--- src/hdl/qcr_map.svh ---
// Operation
// RULE_01: Each channel's receive slot holds 0..127, LSB at bit 0, resets to channel index.
// RULE_02: Both-highways bit clear uses highway select; set transmits on A and B.
// RULE_03: Global edge bit: 0 launches on falling PCM clock edge, 1 on rising.
// RULE_04: Global three-bit receive and transmit clock slots, 0..7, default 0.
// RULE_05: Edge and clock slot fields ignored on write and read unless a channel is enabled.
// RULE_06: Interrupt pin push-pull when type bit is 0, open-drain when 1 (default).
// RULE_07: Chopper clock is 2048 kHz divided by 8 when 0, by 7 when 1.
// RULE_08: Highway signalling bit off by default, enabled when 1.
// RULE_09: Clock source 0 uses clock pin, no E1 mux; 1 uses PCM clock, E1 mux allowed.
// RULE_10: Frequency code: base 1.536/1.544/2.048 MHz, x2 and x4 steps, reserved codes, default 1010.
// RULE_11: Chip configuration ignores channel enables and resets to 9Ah.
// RULE_12: Robbed-bit signalling active only when enabled and mu-law selected.
// RULE_13: Idle analog output to reference when 0, floating when 1, for deactivated channels.
// RULE_14: Per-channel enables gate channel commands; reset sets all four (0Fh).
// RULE_15: Real-time read 4Dh leaves interrupt, 4Fh also clears pending interrupt.
// RULE_16: Real-time byte holds A/B input bits per channel, readable regardless of enables.
// RULE_17: Gain bits select attenuator off, 6.02 dB gain and 6.02 dB loss when set.
// RULE_18: Impedance code gain is 0.0625*(code-16); code 16 loopback, code 0 cutoff.
// RULE_19: Output latch always stores; pin driven only when configured as output.
// RULE_20: Second line-1 output needs E1 mux mode; two top bits are output-only.
// RULE_21: Five direction bits, 1 output, 0 input; reset 00h makes all inputs.
// RULE_22: Status reports channel active and clock-fail; clock-fail ignores enables.
// RULE_23: Activate sets channel active flag; deactivate clears it.
`ifndef QCR_MAP_SVH
`define QCR_MAP_SVH

// ----------------------------------------
// Command codes (write code, read is code | 1)
// ----------------------------------------
`define QCR_CMD_DEACT 8'h00
`define QCR_CMD_ACT 8'h0E
`define QCR_CMD_TXTS 8'h40
`define QCR_CMD_RXTS 8'h42
`define QCR_CMD_SLOT 8'h44
`define QCR_CMD_CFG 8'h46
`define QCR_CMD_CHEN 8'h4A
`define QCR_CMD_RT 8'h4D
`define QCR_CMD_RTC 8'h4F
`define QCR_CMD_GAIN 8'h50
`define QCR_CMD_IO 8'h52
`define QCR_CMD_DIR 8'h54

// ----------------------------------------
// Reset values
// ----------------------------------------
`define QCR_RST_SLOT 8'h00
`define QCR_RST_CFG 8'h9A
`define QCR_RST_CHEN 8'h0F
`define QCR_RST_GAIN 8'h00
`define QCR_RST_IO 8'h00
`define QCR_RST_DIR 5'h00

// ----------------------------------------
// Field positions
// ----------------------------------------
`define QCR_BIT_TAB 7
`define QCR_BIT_TX_EDGE 6
`define QCR_BIT_ROBBED 6
`define QCR_BIT_IDLE_FLOAT 5
`define QCR_BIT_ACTIVE 6
`define QCR_BIT_CLK_LOST 5
`define QCR_BIT_LIO1B 5

// ----------------------------------------
// Clock figures in kHz, divider counts and impedance midpoint code
// ----------------------------------------
`define QCR_KHZ_1536 14'h0600
`define QCR_KHZ_1544 14'h0608
`define QCR_KHZ_2048 14'h0800
`define QCR_CHOP_DIV8 3'h7
`define QCR_CHOP_DIV7 3'h6
`define QCR_ISN_MID 5'h10

`endif

--- src/hdl/qcr_pkg.sv ---
package qcr_pkg;

	typedef struct packed {
		logic irq_output_type;
		logic chopper_rate_select;
		logic highway_signalling_on;
		logic master_clock_source;
		logic [3:0] master_clock_freq;
	} qcr_chip_cfg_s;

	typedef struct packed {
		logic input_atten_disable;
		logic tx_analog_boost;
		logic rx_analog_loss;
		logic [4:0] impedance_scale_code;
	} qcr_gain_s;

	typedef enum logic [1:0] {
		QCR_ST_CMD,
		QCR_ST_WDATA,
		QCR_ST_RDATA,
		QCR_ST_DONE
	} qcr_state_e;

endpackage : qcr_pkg

--- src/hdl/qcr_regs.sv ---
`timescale 1ns/1ps
`default_nettype none
`include "qcr_map.svh"

module qcr_regs
	import qcr_pkg::*;
#(
	parameter int NCH = 4
) (
	input wire logic clk,
	input wire logic sys_rst,
	input wire logic mpi_cs_n,
	input wire logic mpi_dclk,
	input wire logic mpi_din,
	output logic mpi_dout,
	output logic mpi_dout_oe,
	input wire logic [7:0] rt_inputs,
	input wire logic clock_fail_in,
	input wire logic mu_law_in,
	input wire logic e1_mux_enable,
	input wire logic ref_2048_tick,
	input wire logic [NCH-1:0][4:0] line_pin_in,
	output logic [NCH-1:0][4:0] line_pin_out,
	output logic [NCH-1:0][4:0] line_pin_oe,
	output logic [NCH-1:0][1:0] line_aux_out,
	output logic [NCH-1:0] line_io_1_second,
	output logic irq_n_out,
	output logic irq_n_oe,
	output qcr_chip_cfg_s chip_cfg,
	output logic chopper_tick,
	output logic [13:0] master_freq_khz,
	output logic master_freq_reserved,
	output logic e1_mux_allowed,
	output logic tx_launch_edge,
	output logic [2:0] rx_clock_slot,
	output logic [2:0] tx_clock_slot,
	output logic [NCH-1:0][6:0] rx_time_slot,
	output logic [NCH-1:0][6:0] tx_time_slot,
	output logic [NCH-1:0] tx_on_a,
	output logic [NCH-1:0] tx_on_b,
	output logic robbed_bit_active,
	output logic [NCH-1:0] analog_output_float,
	output logic [NCH-1:0] analog_output_to_ref,
	output qcr_gain_s [NCH-1:0] gain_cfg,
	output logic [NCH-1:0] full_digital_loopback,
	output logic [NCH-1:0] isn_cutoff,
	output logic [NCH-1:0] channel_active_flag,
	output logic clock_sync_lost
);

	// ----------------------------------------
	// Functions
	// ----------------------------------------
	function automatic logic [1:0] first_chan(input logic [NCH-1:0] en);
		logic [1:0] idx;
		idx = 2'h0;
		for (int i = NCH - 1; i >= 0; i--) begin
			if (en[i]) begin
				idx = 2'(i);
			end
		end
		return idx;
	endfunction : first_chan

	function automatic logic is_wr_cmd(input logic [7:0] c);
		return (c == `QCR_CMD_TXTS) || (c == `QCR_CMD_RXTS) || (c == `QCR_CMD_SLOT) || (c == `QCR_CMD_CFG)
			|| (c == `QCR_CMD_CHEN) || (c == `QCR_CMD_GAIN) || (c == `QCR_CMD_IO) || (c == `QCR_CMD_DIR);
	endfunction : is_wr_cmd

	// ----------------------------------------
	// Register storage
	// ----------------------------------------
	qcr_state_e state;
	logic dclk_q;
	logic [2:0] bit_cnt;
	logic [7:0] shift_in;
	logic [7:0] shift_out;
	logic [7:0] cmd_q;
	logic [7:0] chen;
	logic tx_edge_q;
	logic [2:0] rx_cslot_q;
	logic [2:0] tx_cslot_q;
	logic [NCH-1:0] tab_q;
	logic [NCH-1:0] tx_hwy_q;
	logic [NCH-1:0] rpcm_q;
	logic [NCH-1:0][6:0] txts_q;
	logic [NCH-1:0][6:0] rxts_q;
	logic [NCH-1:0][7:0] io_q;
	logic [NCH-1:0][4:0] dir_q;
	logic [NCH-1:0] active_q;
	logic [7:0] rt_prev;
	logic irq_pending;
	logic [2:0] chop_cnt;

	logic rise;
	logic fall;
	logic [7:0] rx_byte;
	logic cmd_done;
	logic wr_done;
	logic [NCH-1:0] en;
	logic any_en;
	logic [1:0] sel;
	logic [7:0] rd_byte;
	logic rd_ok;

	assign rise = mpi_dclk & ~dclk_q;
	assign fall = ~mpi_dclk & dclk_q;
	assign rx_byte = {shift_in[6:0], mpi_din};
	assign cmd_done = !mpi_cs_n && rise && state == QCR_ST_CMD && bit_cnt == 3'h7;
	assign wr_done = !mpi_cs_n && rise && state == QCR_ST_WDATA && bit_cnt == 3'h7;
	assign en = chen[NCH-1:0];
	assign any_en = |en;
	assign sel = first_chan(en);

	// ----------------------------------------
	// Read multiplexer
	// ----------------------------------------
	always_comb begin
		rd_byte = 8'h00;
		rd_ok = 1'b0;
		case (rx_byte)
			`QCR_CMD_TXTS | 8'h01: begin
				rd_byte = {tx_hwy_q[sel], txts_q[sel]};
				rd_ok = any_en; // RULE_14
			end
			`QCR_CMD_RXTS | 8'h01: begin
				rd_byte = {rpcm_q[sel], rxts_q[sel]};
				rd_ok = any_en; // RULE_14
			end
			`QCR_CMD_SLOT | 8'h01: begin
				rd_byte = {tab_q[sel], tx_edge_q, rx_cslot_q, tx_cslot_q};
				rd_ok = any_en; // RULE_05
			end
			`QCR_CMD_CFG | 8'h01: begin
				rd_byte = chip_cfg;
				rd_ok = 1'b1; // RULE_11
			end
			`QCR_CMD_CHEN | 8'h01: begin
				rd_byte = chen;
				rd_ok = 1'b1;
			end
			`QCR_CMD_RT, `QCR_CMD_RTC: begin
				rd_byte = rt_inputs;
				rd_ok = 1'b1; // RULE_16
			end
			`QCR_CMD_GAIN | 8'h01: begin
				rd_byte = gain_cfg[sel];
				rd_ok = any_en;
			end
			`QCR_CMD_IO | 8'h01: begin
				rd_byte = io_q[sel];
				rd_ok = any_en;
			end
			`QCR_CMD_DIR | 8'h01: begin
				// Clock-fail still reads with no channel selected
				rd_byte = {1'b0, active_q[sel] & any_en, clock_fail_in, dir_q[sel] & {5{any_en}}}; // RULE_22
				rd_ok = 1'b1;
			end
			default: begin
				rd_byte = 8'h00;
				rd_ok = 1'b0;
			end
		endcase
	end

	// ----------------------------------------
	// Serial command framing
	// ----------------------------------------
	always_ff @(posedge clk or posedge sys_rst) begin
		if (sys_rst) begin
			// Idle level of the serial clock, so release gives no false edge
			dclk_q <= 1'b1;
			state <= QCR_ST_CMD;
			bit_cnt <= 3'h0;
			shift_in <= 8'h00;
			shift_out <= 8'h00;
			cmd_q <= 8'h00;
			mpi_dout <= 1'b0;
			mpi_dout_oe <= 1'b0;
		end else begin
			dclk_q <= mpi_dclk;
			if (mpi_cs_n) begin
				// Deselect aborts any partial byte
				state <= QCR_ST_CMD;
				bit_cnt <= 3'h0;
				mpi_dout_oe <= 1'b0;
			end else if (rise) begin
				bit_cnt <= bit_cnt + 3'h1;
				shift_in <= rx_byte;
				case (state)
					QCR_ST_CMD: begin
						if (bit_cnt == 3'h7) begin
							cmd_q <= rx_byte;
							if (is_wr_cmd(rx_byte)) begin
								state <= QCR_ST_WDATA;
							end else if (rd_ok) begin
								state <= QCR_ST_RDATA;
								shift_out <= rd_byte;
								mpi_dout <= rd_byte[7];
								mpi_dout_oe <= 1'b1;
							end
						end
					end
					QCR_ST_WDATA: begin
						if (bit_cnt == 3'h7) begin
							state <= QCR_ST_CMD;
						end
					end
					QCR_ST_RDATA: begin
						if (bit_cnt == 3'h7) begin
							state <= QCR_ST_CMD;
							mpi_dout_oe <= 1'b0;
						end
					end
					default: begin
						state <= QCR_ST_CMD;
					end
				endcase
			end else if (fall && state == QCR_ST_RDATA) begin
				mpi_dout <= shift_out[6];
				shift_out <= {shift_out[6:0], 1'b0};
			end
		end
	end

	// ----------------------------------------
	// Global registers
	// ----------------------------------------
	always_ff @(posedge clk or posedge sys_rst) begin
		if (sys_rst) begin
			chip_cfg <= `QCR_RST_CFG; // RULE_11
			chen <= `QCR_RST_CHEN; // RULE_14
			tx_edge_q <= 1'b0;
			rx_cslot_q <= 3'h0;
			tx_cslot_q <= 3'h0;
		end else if (wr_done) begin
			case (cmd_q)
				`QCR_CMD_CFG: chip_cfg <= rx_byte; // RULE_08 RULE_11
				`QCR_CMD_CHEN: chen <= {1'b0, rx_byte[6:0]};
				`QCR_CMD_SLOT: begin
					if (any_en) begin // RULE_05
						tx_edge_q <= rx_byte[`QCR_BIT_TX_EDGE]; // RULE_03
						rx_cslot_q <= rx_byte[5:3]; // RULE_04
						tx_cslot_q <= rx_byte[2:0]; // RULE_04
					end
				end
				default: begin
				end
			endcase
		end
	end

	// ----------------------------------------
	// Per-channel registers
	// ----------------------------------------
	genvar ch;
	generate
		for (ch = 0; ch < NCH; ch++) begin : g_ch
			logic wr_ch;
			assign wr_ch = wr_done && en[ch]; // RULE_14

			always_ff @(posedge clk or posedge sys_rst) begin
				if (sys_rst) begin
					txts_q[ch] <= 7'(ch);
					rxts_q[ch] <= 7'(ch); // RULE_01
					tx_hwy_q[ch] <= 1'b0;
					rpcm_q[ch] <= 1'b0;
					tab_q[ch] <= 1'b0;
					gain_cfg[ch] <= `QCR_RST_GAIN;
					io_q[ch] <= `QCR_RST_IO;
					dir_q[ch] <= `QCR_RST_DIR; // RULE_21
				end else if (wr_ch) begin
					case (cmd_q)
						`QCR_CMD_TXTS: {tx_hwy_q[ch], txts_q[ch]} <= rx_byte;
						`QCR_CMD_RXTS: {rpcm_q[ch], rxts_q[ch]} <= rx_byte; // RULE_01
						`QCR_CMD_SLOT: tab_q[ch] <= rx_byte[`QCR_BIT_TAB]; // RULE_02
						`QCR_CMD_GAIN: gain_cfg[ch] <= rx_byte; // RULE_17
						`QCR_CMD_IO: io_q[ch] <= rx_byte; // RULE_19
						`QCR_CMD_DIR: dir_q[ch] <= rx_byte[4:0]; // RULE_21
						default: begin
						end
					endcase
				end
			end

			always_ff @(posedge clk or posedge sys_rst) begin
				if (sys_rst) begin
					active_q[ch] <= 1'b0;
				end else if (cmd_done && en[ch] && rx_byte == `QCR_CMD_ACT) begin
					active_q[ch] <= 1'b1; // RULE_23
				end else if (cmd_done && en[ch] && rx_byte == `QCR_CMD_DEACT) begin
					active_q[ch] <= 1'b0; // RULE_23
				end
			end

			always_ff @(posedge clk or posedge sys_rst) begin
				if (sys_rst) begin
					line_pin_out[ch] <= 5'h00;
					line_pin_oe[ch] <= 5'h00;
					line_aux_out[ch] <= 2'h0;
					line_io_1_second[ch] <= 1'b0;
					rx_time_slot[ch] <= 7'h00;
					tx_time_slot[ch] <= 7'h00;
					tx_on_a[ch] <= 1'b0;
					tx_on_b[ch] <= 1'b0;
					analog_output_float[ch] <= 1'b0;
					analog_output_to_ref[ch] <= 1'b0;
					full_digital_loopback[ch] <= 1'b0;
					isn_cutoff[ch] <= 1'b0;
					channel_active_flag[ch] <= 1'b0;
				end else begin
					// Latch keeps every bit; direction only gates the driver
					line_pin_out[ch] <= {io_q[ch][4:2], io_q[ch][1:0]}; // RULE_19
					line_pin_oe[ch] <= dir_q[ch]; // RULE_19
					line_aux_out[ch] <= io_q[ch][7:6]; // RULE_20
					line_io_1_second[ch] <= io_q[ch][`QCR_BIT_LIO1B] & e1_mux_enable; // RULE_20
					rx_time_slot[ch] <= rxts_q[ch];
					tx_time_slot[ch] <= txts_q[ch];
					tx_on_a[ch] <= tab_q[ch] | ~tx_hwy_q[ch]; // RULE_02
					tx_on_b[ch] <= tab_q[ch] | tx_hwy_q[ch]; // RULE_02
					analog_output_float[ch] <= ~active_q[ch] & chen[`QCR_BIT_IDLE_FLOAT]; // RULE_13
					analog_output_to_ref[ch] <= ~active_q[ch] & ~chen[`QCR_BIT_IDLE_FLOAT]; // RULE_13
					full_digital_loopback[ch] <= gain_cfg[ch].impedance_scale_code == `QCR_ISN_MID; // RULE_18
					isn_cutoff[ch] <= gain_cfg[ch].impedance_scale_code == 5'h00; // RULE_18
					channel_active_flag[ch] <= active_q[ch]; // RULE_22
				end
			end
		end
	endgenerate

	// ----------------------------------------
	// Global outputs and clock decode
	// ----------------------------------------
	always_ff @(posedge clk or posedge sys_rst) begin
		if (sys_rst) begin
			tx_launch_edge <= 1'b0;
			rx_clock_slot <= 3'h0;
			tx_clock_slot <= 3'h0;
			robbed_bit_active <= 1'b0;
			e1_mux_allowed <= 1'b0;
			clock_sync_lost <= 1'b0;
			master_freq_khz <= 14'h0000;
			master_freq_reserved <= 1'b0;
		end else begin
			tx_launch_edge <= tx_edge_q; // RULE_03
			rx_clock_slot <= rx_cslot_q; // RULE_04
			tx_clock_slot <= tx_cslot_q; // RULE_04
			robbed_bit_active <= chen[`QCR_BIT_ROBBED] & mu_law_in; // RULE_12
			e1_mux_allowed <= chip_cfg.master_clock_source & e1_mux_enable; // RULE_09
			clock_sync_lost <= clock_fail_in; // RULE_22
			master_freq_reserved <= (chip_cfg.master_clock_freq[1:0] == 2'h3)
				|| (chip_cfg.master_clock_freq[3:2] == 2'h3); // RULE_10
			case (chip_cfg.master_clock_freq[1:0]) // RULE_10
				2'h0: master_freq_khz <= `QCR_KHZ_1536 << chip_cfg.master_clock_freq[3:2];
				2'h1: master_freq_khz <= `QCR_KHZ_1544 << chip_cfg.master_clock_freq[3:2];
				2'h2: master_freq_khz <= `QCR_KHZ_2048 << chip_cfg.master_clock_freq[3:2];
				default: master_freq_khz <= 14'h0000;
			endcase
			if (chip_cfg.master_clock_freq[3:2] == 2'h3) begin
				master_freq_khz <= 14'h0000; // RULE_10
			end
		end
	end

	// ----------------------------------------
	// Chopper divider from the 2048 kHz tick
	// ----------------------------------------
	always_ff @(posedge clk or posedge sys_rst) begin
		if (sys_rst) begin
			chop_cnt <= 3'h0;
			chopper_tick <= 1'b0;
		end else begin
			chopper_tick <= 1'b0;
			if (ref_2048_tick) begin
				if (chop_cnt >= (chip_cfg.chopper_rate_select ? `QCR_CHOP_DIV7 : `QCR_CHOP_DIV8)) begin // RULE_07
					chop_cnt <= 3'h0;
					chopper_tick <= 1'b1;
				end else begin
					chop_cnt <= chop_cnt + 3'h1;
				end
			end
		end
	end

	// ----------------------------------------
	// Real-time interrupt
	// ----------------------------------------
	always_ff @(posedge clk or posedge sys_rst) begin
		if (sys_rst) begin
			rt_prev <= 8'h00;
			irq_pending <= 1'b0;
			irq_n_out <= 1'b1;
			irq_n_oe <= 1'b0;
		end else begin
			rt_prev <= rt_inputs;
			// A change seen in the clearing cycle keeps the interrupt pending
			if (rt_inputs != rt_prev) begin
				irq_pending <= 1'b1;
			end else if (cmd_done && rx_byte == `QCR_CMD_RTC) begin
				irq_pending <= 1'b0; // RULE_15
			end
			if (chip_cfg.irq_output_type) begin
				irq_n_out <= 1'b0; // RULE_06
				irq_n_oe <= irq_pending;
			end else begin
				irq_n_out <= ~irq_pending; // RULE_06
				irq_n_oe <= 1'b1;
			end
		end
	end

endmodule : qcr_regs

`default_nettype wire

--- config.mk ---
export PLATFORM = sky130hd
export DESIGN_NAME = qcr_regs
export DESIGN_NICKNAME = d
export VERILOG_FILES = /design/src/hdl/qcr_pkg.sv /design/src/hdl/qcr_regs.sv
export VERILOG_INCLUDE_DIRS = /design/src /design/src/hdl
export SDC_FILE = /design/constraint.sdc
export NUM_CORES = 1
export LEC_CHECK = 0
export BUFFER_PORTS_ARGS = -buffer_cell sky130_fd_sc_hd__buf_2
export CAP_MARGIN = 20
export CORE_UTILIZATION = 56
export DETAILED_ROUTE_END_ITERATION = 8
export PLACE_DENSITY = 0.89
export SYNTH_ARGS = -nofsm -noshare
export SYNTH_HDL_FRONTEND = slang
export SYNTH_SLANG_ARGS = --single-unit
--- constraint.sdc ---
create_clock -name clk -period 15.7 [get_ports clk]
set_input_delay 1.57 -clock clk [delete_from_list [all_inputs] [get_ports clk]]
set_output_delay 1.57 -clock clk [all_outputs]
set_load 0.01 [all_outputs]
==> results of run 1 <==
## placed cells by master (no fill, tap or decap), types with 8 or more instances in the layout
cell	count
a21oi_1	32
and2_1	14
buf_2	217
buf_4	8
clkbuf_16	39
clkbuf_8	9
dfrtp_1	360
dfstp_2	18
inv_1	17
mux2_2	178
mux2i_1	15
nand2_1	62
nand2b_1	17
nand3_1	9
nor2_1	43
nor2_2	17
nor2b_1	15
nor3_1	8
nor4_1	9
o21ai_0	55
o221ai_1	11
o22ai_1	30
xor2_1	9
## kinds of logic (layout without fill, tap and decap cells)
| logic type | Yosys count | count (layout) |
|---|---|---|
| multiplexers | 197 | 197 |
| XOR/XNOR | 9 | 9 |
| AO/OA/AOI/OAI | 191 | 191 |
| buffers and inverters | 79 | 314 |
| AND/OR/NAND/NOR | 241 | 241 |
| other | 1 | 6 |
| flip-flops | 379 | 379 |
| adder cells (fa/ha/maj) | 7 | 7 |
## flip-flops by register name, summed over array words and instances, names as in the netlist, 7 cells and up
register and cells:
chen 7, chip_cfg 8, cmd_q 8, dir_q 20
gain_cfg 32, io_q 32, line_aux_out 8, line_pin_oe 20
line_pin_out 20, master_freq_khz 9, rt_prev 8, rx_time_slot 28
rxts_q 28, shift_in 7, shift_out 7, tx_time_slot 28
txts_q 28
## power by group through the flow
stage	registers (mW)	logic [mW]	clock network (mW)
finish	1.04	0.118	0.941
global route	1.04	0.130	0.990
CTS	1.04	0.117	0.947
detailed placement	1.05	0.116	0
global placement	1.05	0.113	0
floorplan	1.02	0.103	0
## path summary, 6_finish.rpt
kind	slack, ns	to	cells after the start
setup / recovery	11.82	shift_out[3]	7
hold / removal	0.39	line_aux_out[4]	0
setup reg to reg	12.34	shift_out[3]	6
hold reg to reg	0.39	line_aux_out[4]	0
max in group asynchronous	12.09	line_pin_oe[15]	4
min in group asynchronous	1.21	analog_output_to_ref[2]	2
## layer usage
metal | track usage [%] | up-vias | share of wire, %
met3 | 7.38 | 160 | 9.4
li1 | - | 4350 | -
met2 | 46.1 | 586 | 47
met1 | 39.7 | 5168 | 39
met5 | 0 | - | 0
met4 | 14.6 | 0 | 5.2
## cell type report
| cell class | count | area [sq um] |
|---|---|---|
| Clock buffer | 55 | 1130 |
| Multi-Input combinational cell | 651 | 5010 |
| Clock inverter | 14 | 185 |
| Tap cell | 335 | 419 |
| Inverter | 19 | 78.8 |
| Fill cell | 1758 | 8490 |
| Timing Repair Buffer | 226 | 1170 |
| Sequential cell | 379 | 9510 |
## critical path, stage by stage
cell	delay [ns]
buf_2	0.55
nand3b_1	0.40
nor4_2	0.89
o21ai_0	0.23
a31oi_1	0.35
nor4b_1	0.11
o221ai_1	0.19
## per-stage QoR
step | hold slack [ns] | area [sq um] | cells | utilization [%] | setup WS, ns
global placement | 0.380 | 16200 | 1610 | 62.3 | 11.49
CTS | 0.393 | 17500 | 1679 | 67.3 | 11.97
finish | 0.393 | 17500 | 1679 | 67.3 | 11.82
floorplan | 0.354 | 14900 | 1109 | - | 3.63
detailed placement | 0.379 | 16200 | 1610 | 62.3 | 11.45
global route | 0.405 | 17500 | 1679 | 67.3 | 11.69
==> metrics, run 1 <==
Clk pin slew, worst setup/hold paths=0.06 ns; Synth Area in Simple Gates=8.97%; insertion delay to the later sink of the worst-skew pair=~0.53 ns; Final min period=about 3.9 ns; Crit. End Element=flip-flop; Clock Power Share=44.9%; # H-tree levels=2; Comb pwr share=around 5.6%; first-pass GRT wire length=60,100 um; sequential share of power=between 40% and 50%; most frequent cells after synthesis=dfrtp_1 (361), mux2_2 (178), nand2_1 (62); synth unique cells=75; vias in the first global route=a little over 10,000; PostCTS Resize Cnt=0; Setup crit start=mpi_din; vias per inst=around 6.1; status=finished clean; chip width=about 160 um; xor/xnor cell area share of the yosys netlist=less than 1%; proportion of synthesized area in mux cells=~15%; final hold vios=0; share of post-route cells with drive strength above 1=between 30% and 40%; # port buffers=~220; largest family of logic cells by synthesized area=multiplexers; r2r startpoint=shift_in[5]; yosys synthesis warning count=0; CP Max Fanout=30; RePlAce Congestion=0.902; grt ovf=0; Setup Skew=~0.016 ns; worst slew pin tran=~1.1 ns; Final #Nets=roughly 1,400; Slew headroom=around a quarter; diode count=0; area delta synth->final=17.9%; Yosys top cell by area=dfrtp_1; floorplan core area=about 26,000 sq um; antenna violations before repair=0; TritonCTS Buffers=38; most frequent cell after synthesis=dfrtp_1; Initial DRC Count=between 1,000 and 1,500; largest cells by area after synthesis=dfrtp_1 (61%), mux2_2 (14%), dfstp_2 (3.2%), o21ai_0 (1.9%), nand2_1 (1.6%); first-pass iteration count of the detailed router=5; leakage power=roughly 8.8 nW; MaxCap Viol Count=0; sequential cell area fraction in the yosys report=about 64%; post-synthesis cell area=around 15,000 sq um; Net Switching=slightly above 0.5 mW; Worst Path Arrival=~4.3 ns; hold buffer count at CTS=0; Worst EP required=between 15 and 20 ns; final wirelength=just under 40,000 um; syn_area_per_cell=13.4 sq um; # rows=59; Clock Tree Buf Depth=3; RSZ-0062 raised after global routing=false; max-slew violation count=0; Power Total=2.10 mW; Compound-Gate Fraction of Synth Area=under 10%; worst min-delay path startpoint=io_q[22]; post-synth top area share=60.9%; Tcrit/Tclk final=24.7%; final setup vio count=0; #FFs+latches synth=approximately 380; post-route ant nets=0; CP Class=in -> reg; sw frac=between 20 and 25%; Starting Density=57.1%; number of synthesized flops with an enable pin=0; cells after synthesis=about 1,100; chip height=approximately 160 um; IO Pins=243; drt drc=0; HPWL Detailed=approximately 26,000 um; ys async rst share=100%; CTS tree=done; CTS Root Cell=clkbuf_16; Die ar.=27,100 sq um; Fmax=around 0.26 GHz; Tot GR Track Use=29.8%; largest net degree at the start of global routing=between 150 and 200; internal power=1.59 mW; peak supply drop=0.0966 mV; Setup crit start kind=input pin; # Post-CTS Setup Buffers=0; clk sinks=about 380; Most used DFF post-synth=dfrtp_1; worst hold path class=reg -> reg; pwr dens=120 nW/um^2; vias=about 10,000; Setup TNS=0 ns; WL/cell=23.6 um; Synth Area in Adders=less than 1%
No activity file was read; power rests on OpenSTA's default activity.
==> run 2: changes to the inputs <==
- CORE_UTILIZATION: 56 -> 51
- PLACE_DENSITY: 0.89 -> 0.86
- clock period: 15.7 -> 3.3 ns (I/O delays scaled with it)
==> metrics, run 2 (same netlist as run 1, synthesis figures left out) <==
status=finished clean; antenna violations before repair=0 (unchanged); IO Pins=243 (unchanged); WL/cell=22.8 um (-3.1%); first-pass GRT wire length=62,800 um (+4.4%); biggest regs=gain_cfg: 32 flops, io_q: 32 flops; Placed Cells=1,691 (+5.0%); Clk pin slew, worst setup/hold paths=0.06 ns (about the same); multi-input logic area=5010 sq um (unchanged); final setup vio count=0 (unchanged); CP Max Fanout=14 (-53%); final worst setup slack=0.501 ns (-11.32 ns); Fmax=between 0.3 and 0.4 GHz; Setup Skew=0.0196 ns (+0.00380 ns); CTS Root Cell=clkbuf_16; Worst EP required=3.70 ns (-12.43 ns); Reg-to-Reg End=shift_out[3]; share of post-route cells with drive strength above 1=40.7% (+0.93 points); Tot GR Track Use=27.4% (-2.4 points); commonest non-fill, non-tap cells in the layout=dfrtp_1 (361), buf_2 (217), mux2_2 (178); # H-tree levels=2 (unchanged); HPWL Detailed=27,800 um (+7.5%); met3 wire length=3330 um (-10%); commonest non-fill, non-tap cell in the layout=dfrtp_1; Cell Count, Final, Fillers Out=1,771 (+5.5%); peak supply drop=0.400 mV (+310%); Final #Nets=1,402 (+3.2%); Register Area=9510 sq um (about the same); CP Class=reg -> reg; Setup crit start=chen[3]; MaxCap Viol Count=0 (unchanged); TritonCTS Buffers=38 (unchanged); Setup TNS=0 ns (unchanged); worst hold margin=0.0195 ns (-0.374 ns); Die ar.=29,800 sq um (+9.7%); # rows=62 (+5.1%); chip width=173 um (+4.7%); chip height=173 um (+4.7%); placed inst area=16,500 sq um (+2.1%); CTS tree=done; Max Used Layer=met4; Setup crit start kind=flip-flop; RePlAce Congestion=0.927 (+2.8%); Clock Tree Buf Depth=3 (unchanged); Initial DRC Count=982 (-12%); insertion delay to the later sink of the worst-skew pair=0.53 ns (about the same); largest net degree at the start of global routing=104 (-43%); # Post-CTS Setup Buffers=0 (unchanged); grt ovf=0 (unchanged); vias in the first global route=10,600 (+3.8%); drt drc=0 (unchanged); R2R setup slack=0.50 ns (-11.84 ns); max-slew violation count=0 (unchanged); fillers=2,093 (+19%); Worst Path Arrival=3.19 ns (-1.12 ns); Final Core Density=62.7% (-4.6 points); Starting Density=51.8% (-5.3 points); Slew headroom=43.8% (+17 points); # port buffers=217 (unchanged); reg2reg path depth=7 (+1); Power Total=10.0 mW (+380%); leakage power=9.04 nW (+2.5%); Post-Layout Inst Area=17,900 sq um (+2.6%); diode count=0 (unchanged); pwr dens=560 nW/um^2 (+370%); worst slew pin tran=0.842 ns (-0.260 ns); Met1 Wirelength=16,100 um (+4.6%); clk sinks=379 (unchanged); final wirelength=40,400 um (+2.2%); met2 routed WL=19,100 um (+3.7%); Tcrit/Tclk final=between 80% and 90%; vias per inst=5.91 (-3.4%); final hold vios=0 (unchanged); area delta synth->final=21.0%; Place WS=0.623 ns (-10.83 ns); vias=10,500 (+1.9%); floorplan core area=28,600 sq um (+10%); first-pass iteration count of the detailed router=6 (+1); Final min period=around 2.8 ns; Critical Path End=shift_out[3]; post-route ant nets=0 (unchanged); RSZ-0062 raised after global routing=false; Crit. End Element=flip-flop; r2r startpoint=chen[3]; worst hold path class=in -> reg
-- run 2: worst min path at each step --
stage / start / to / cells after the start
3_3_place_gp: io_q[25] / line_pin_out[16] / 0
6_report: mu_law_in / robbed_bit_active / 2
4_1_cts: mu_law_in / robbed_bit_active / 2
2_1_floorplan: mpi_dclk / dclk_q / 0
3_5_place_dp: sys_rst / tx_on_a[2] / 2
5_1_grt: mu_law_in / robbed_bit_active / 2
-- run 2: layout make-up --
type / count / share of cell area (%)
Clock buffer: 57 / 6.37
Clock inverter: 12 / 0.976
Inverter: 19 / 0.418
Multi-Input combinational cell: 651 / 27.9
Sequential cell: 379 / 53.0
Tap cell: 384 / 2.68
Timing Repair Buffer: 269 / 8.66
-- run 2: worst max-delay path: stages, from the launching register on --
cell,delay (ns)
dfstp_2,0.73
nand2b_1,0.53
buf_4,0.41
o22ai_1,0.16
o2bb2ai_1,0.18
o22ai_1,0.12
nor4b_1,0.38
o221ai_1,0.15
-- run 2: per-layer routing --
metal	vias to the layer above	track usage [%]
met5	-	0
met3	133	5.91
li1	4437	-
met1	5309	36.5
met4	0	12.7
met2	580	43.3
-- run 2: where the power goes --
part	total (mW)	internal [mW]	switching, mW
Sequential	4.83	4.70	0.126
Combinational	0.758	0.212	0.546
Clock	4.46	2.66	1.79
-- run 2: timing repair --
action / CTS / global route
hold buffers: 11 / 0
gates resized for setup: 0 / 0
endpoints found under the hold margin: 23 / 0
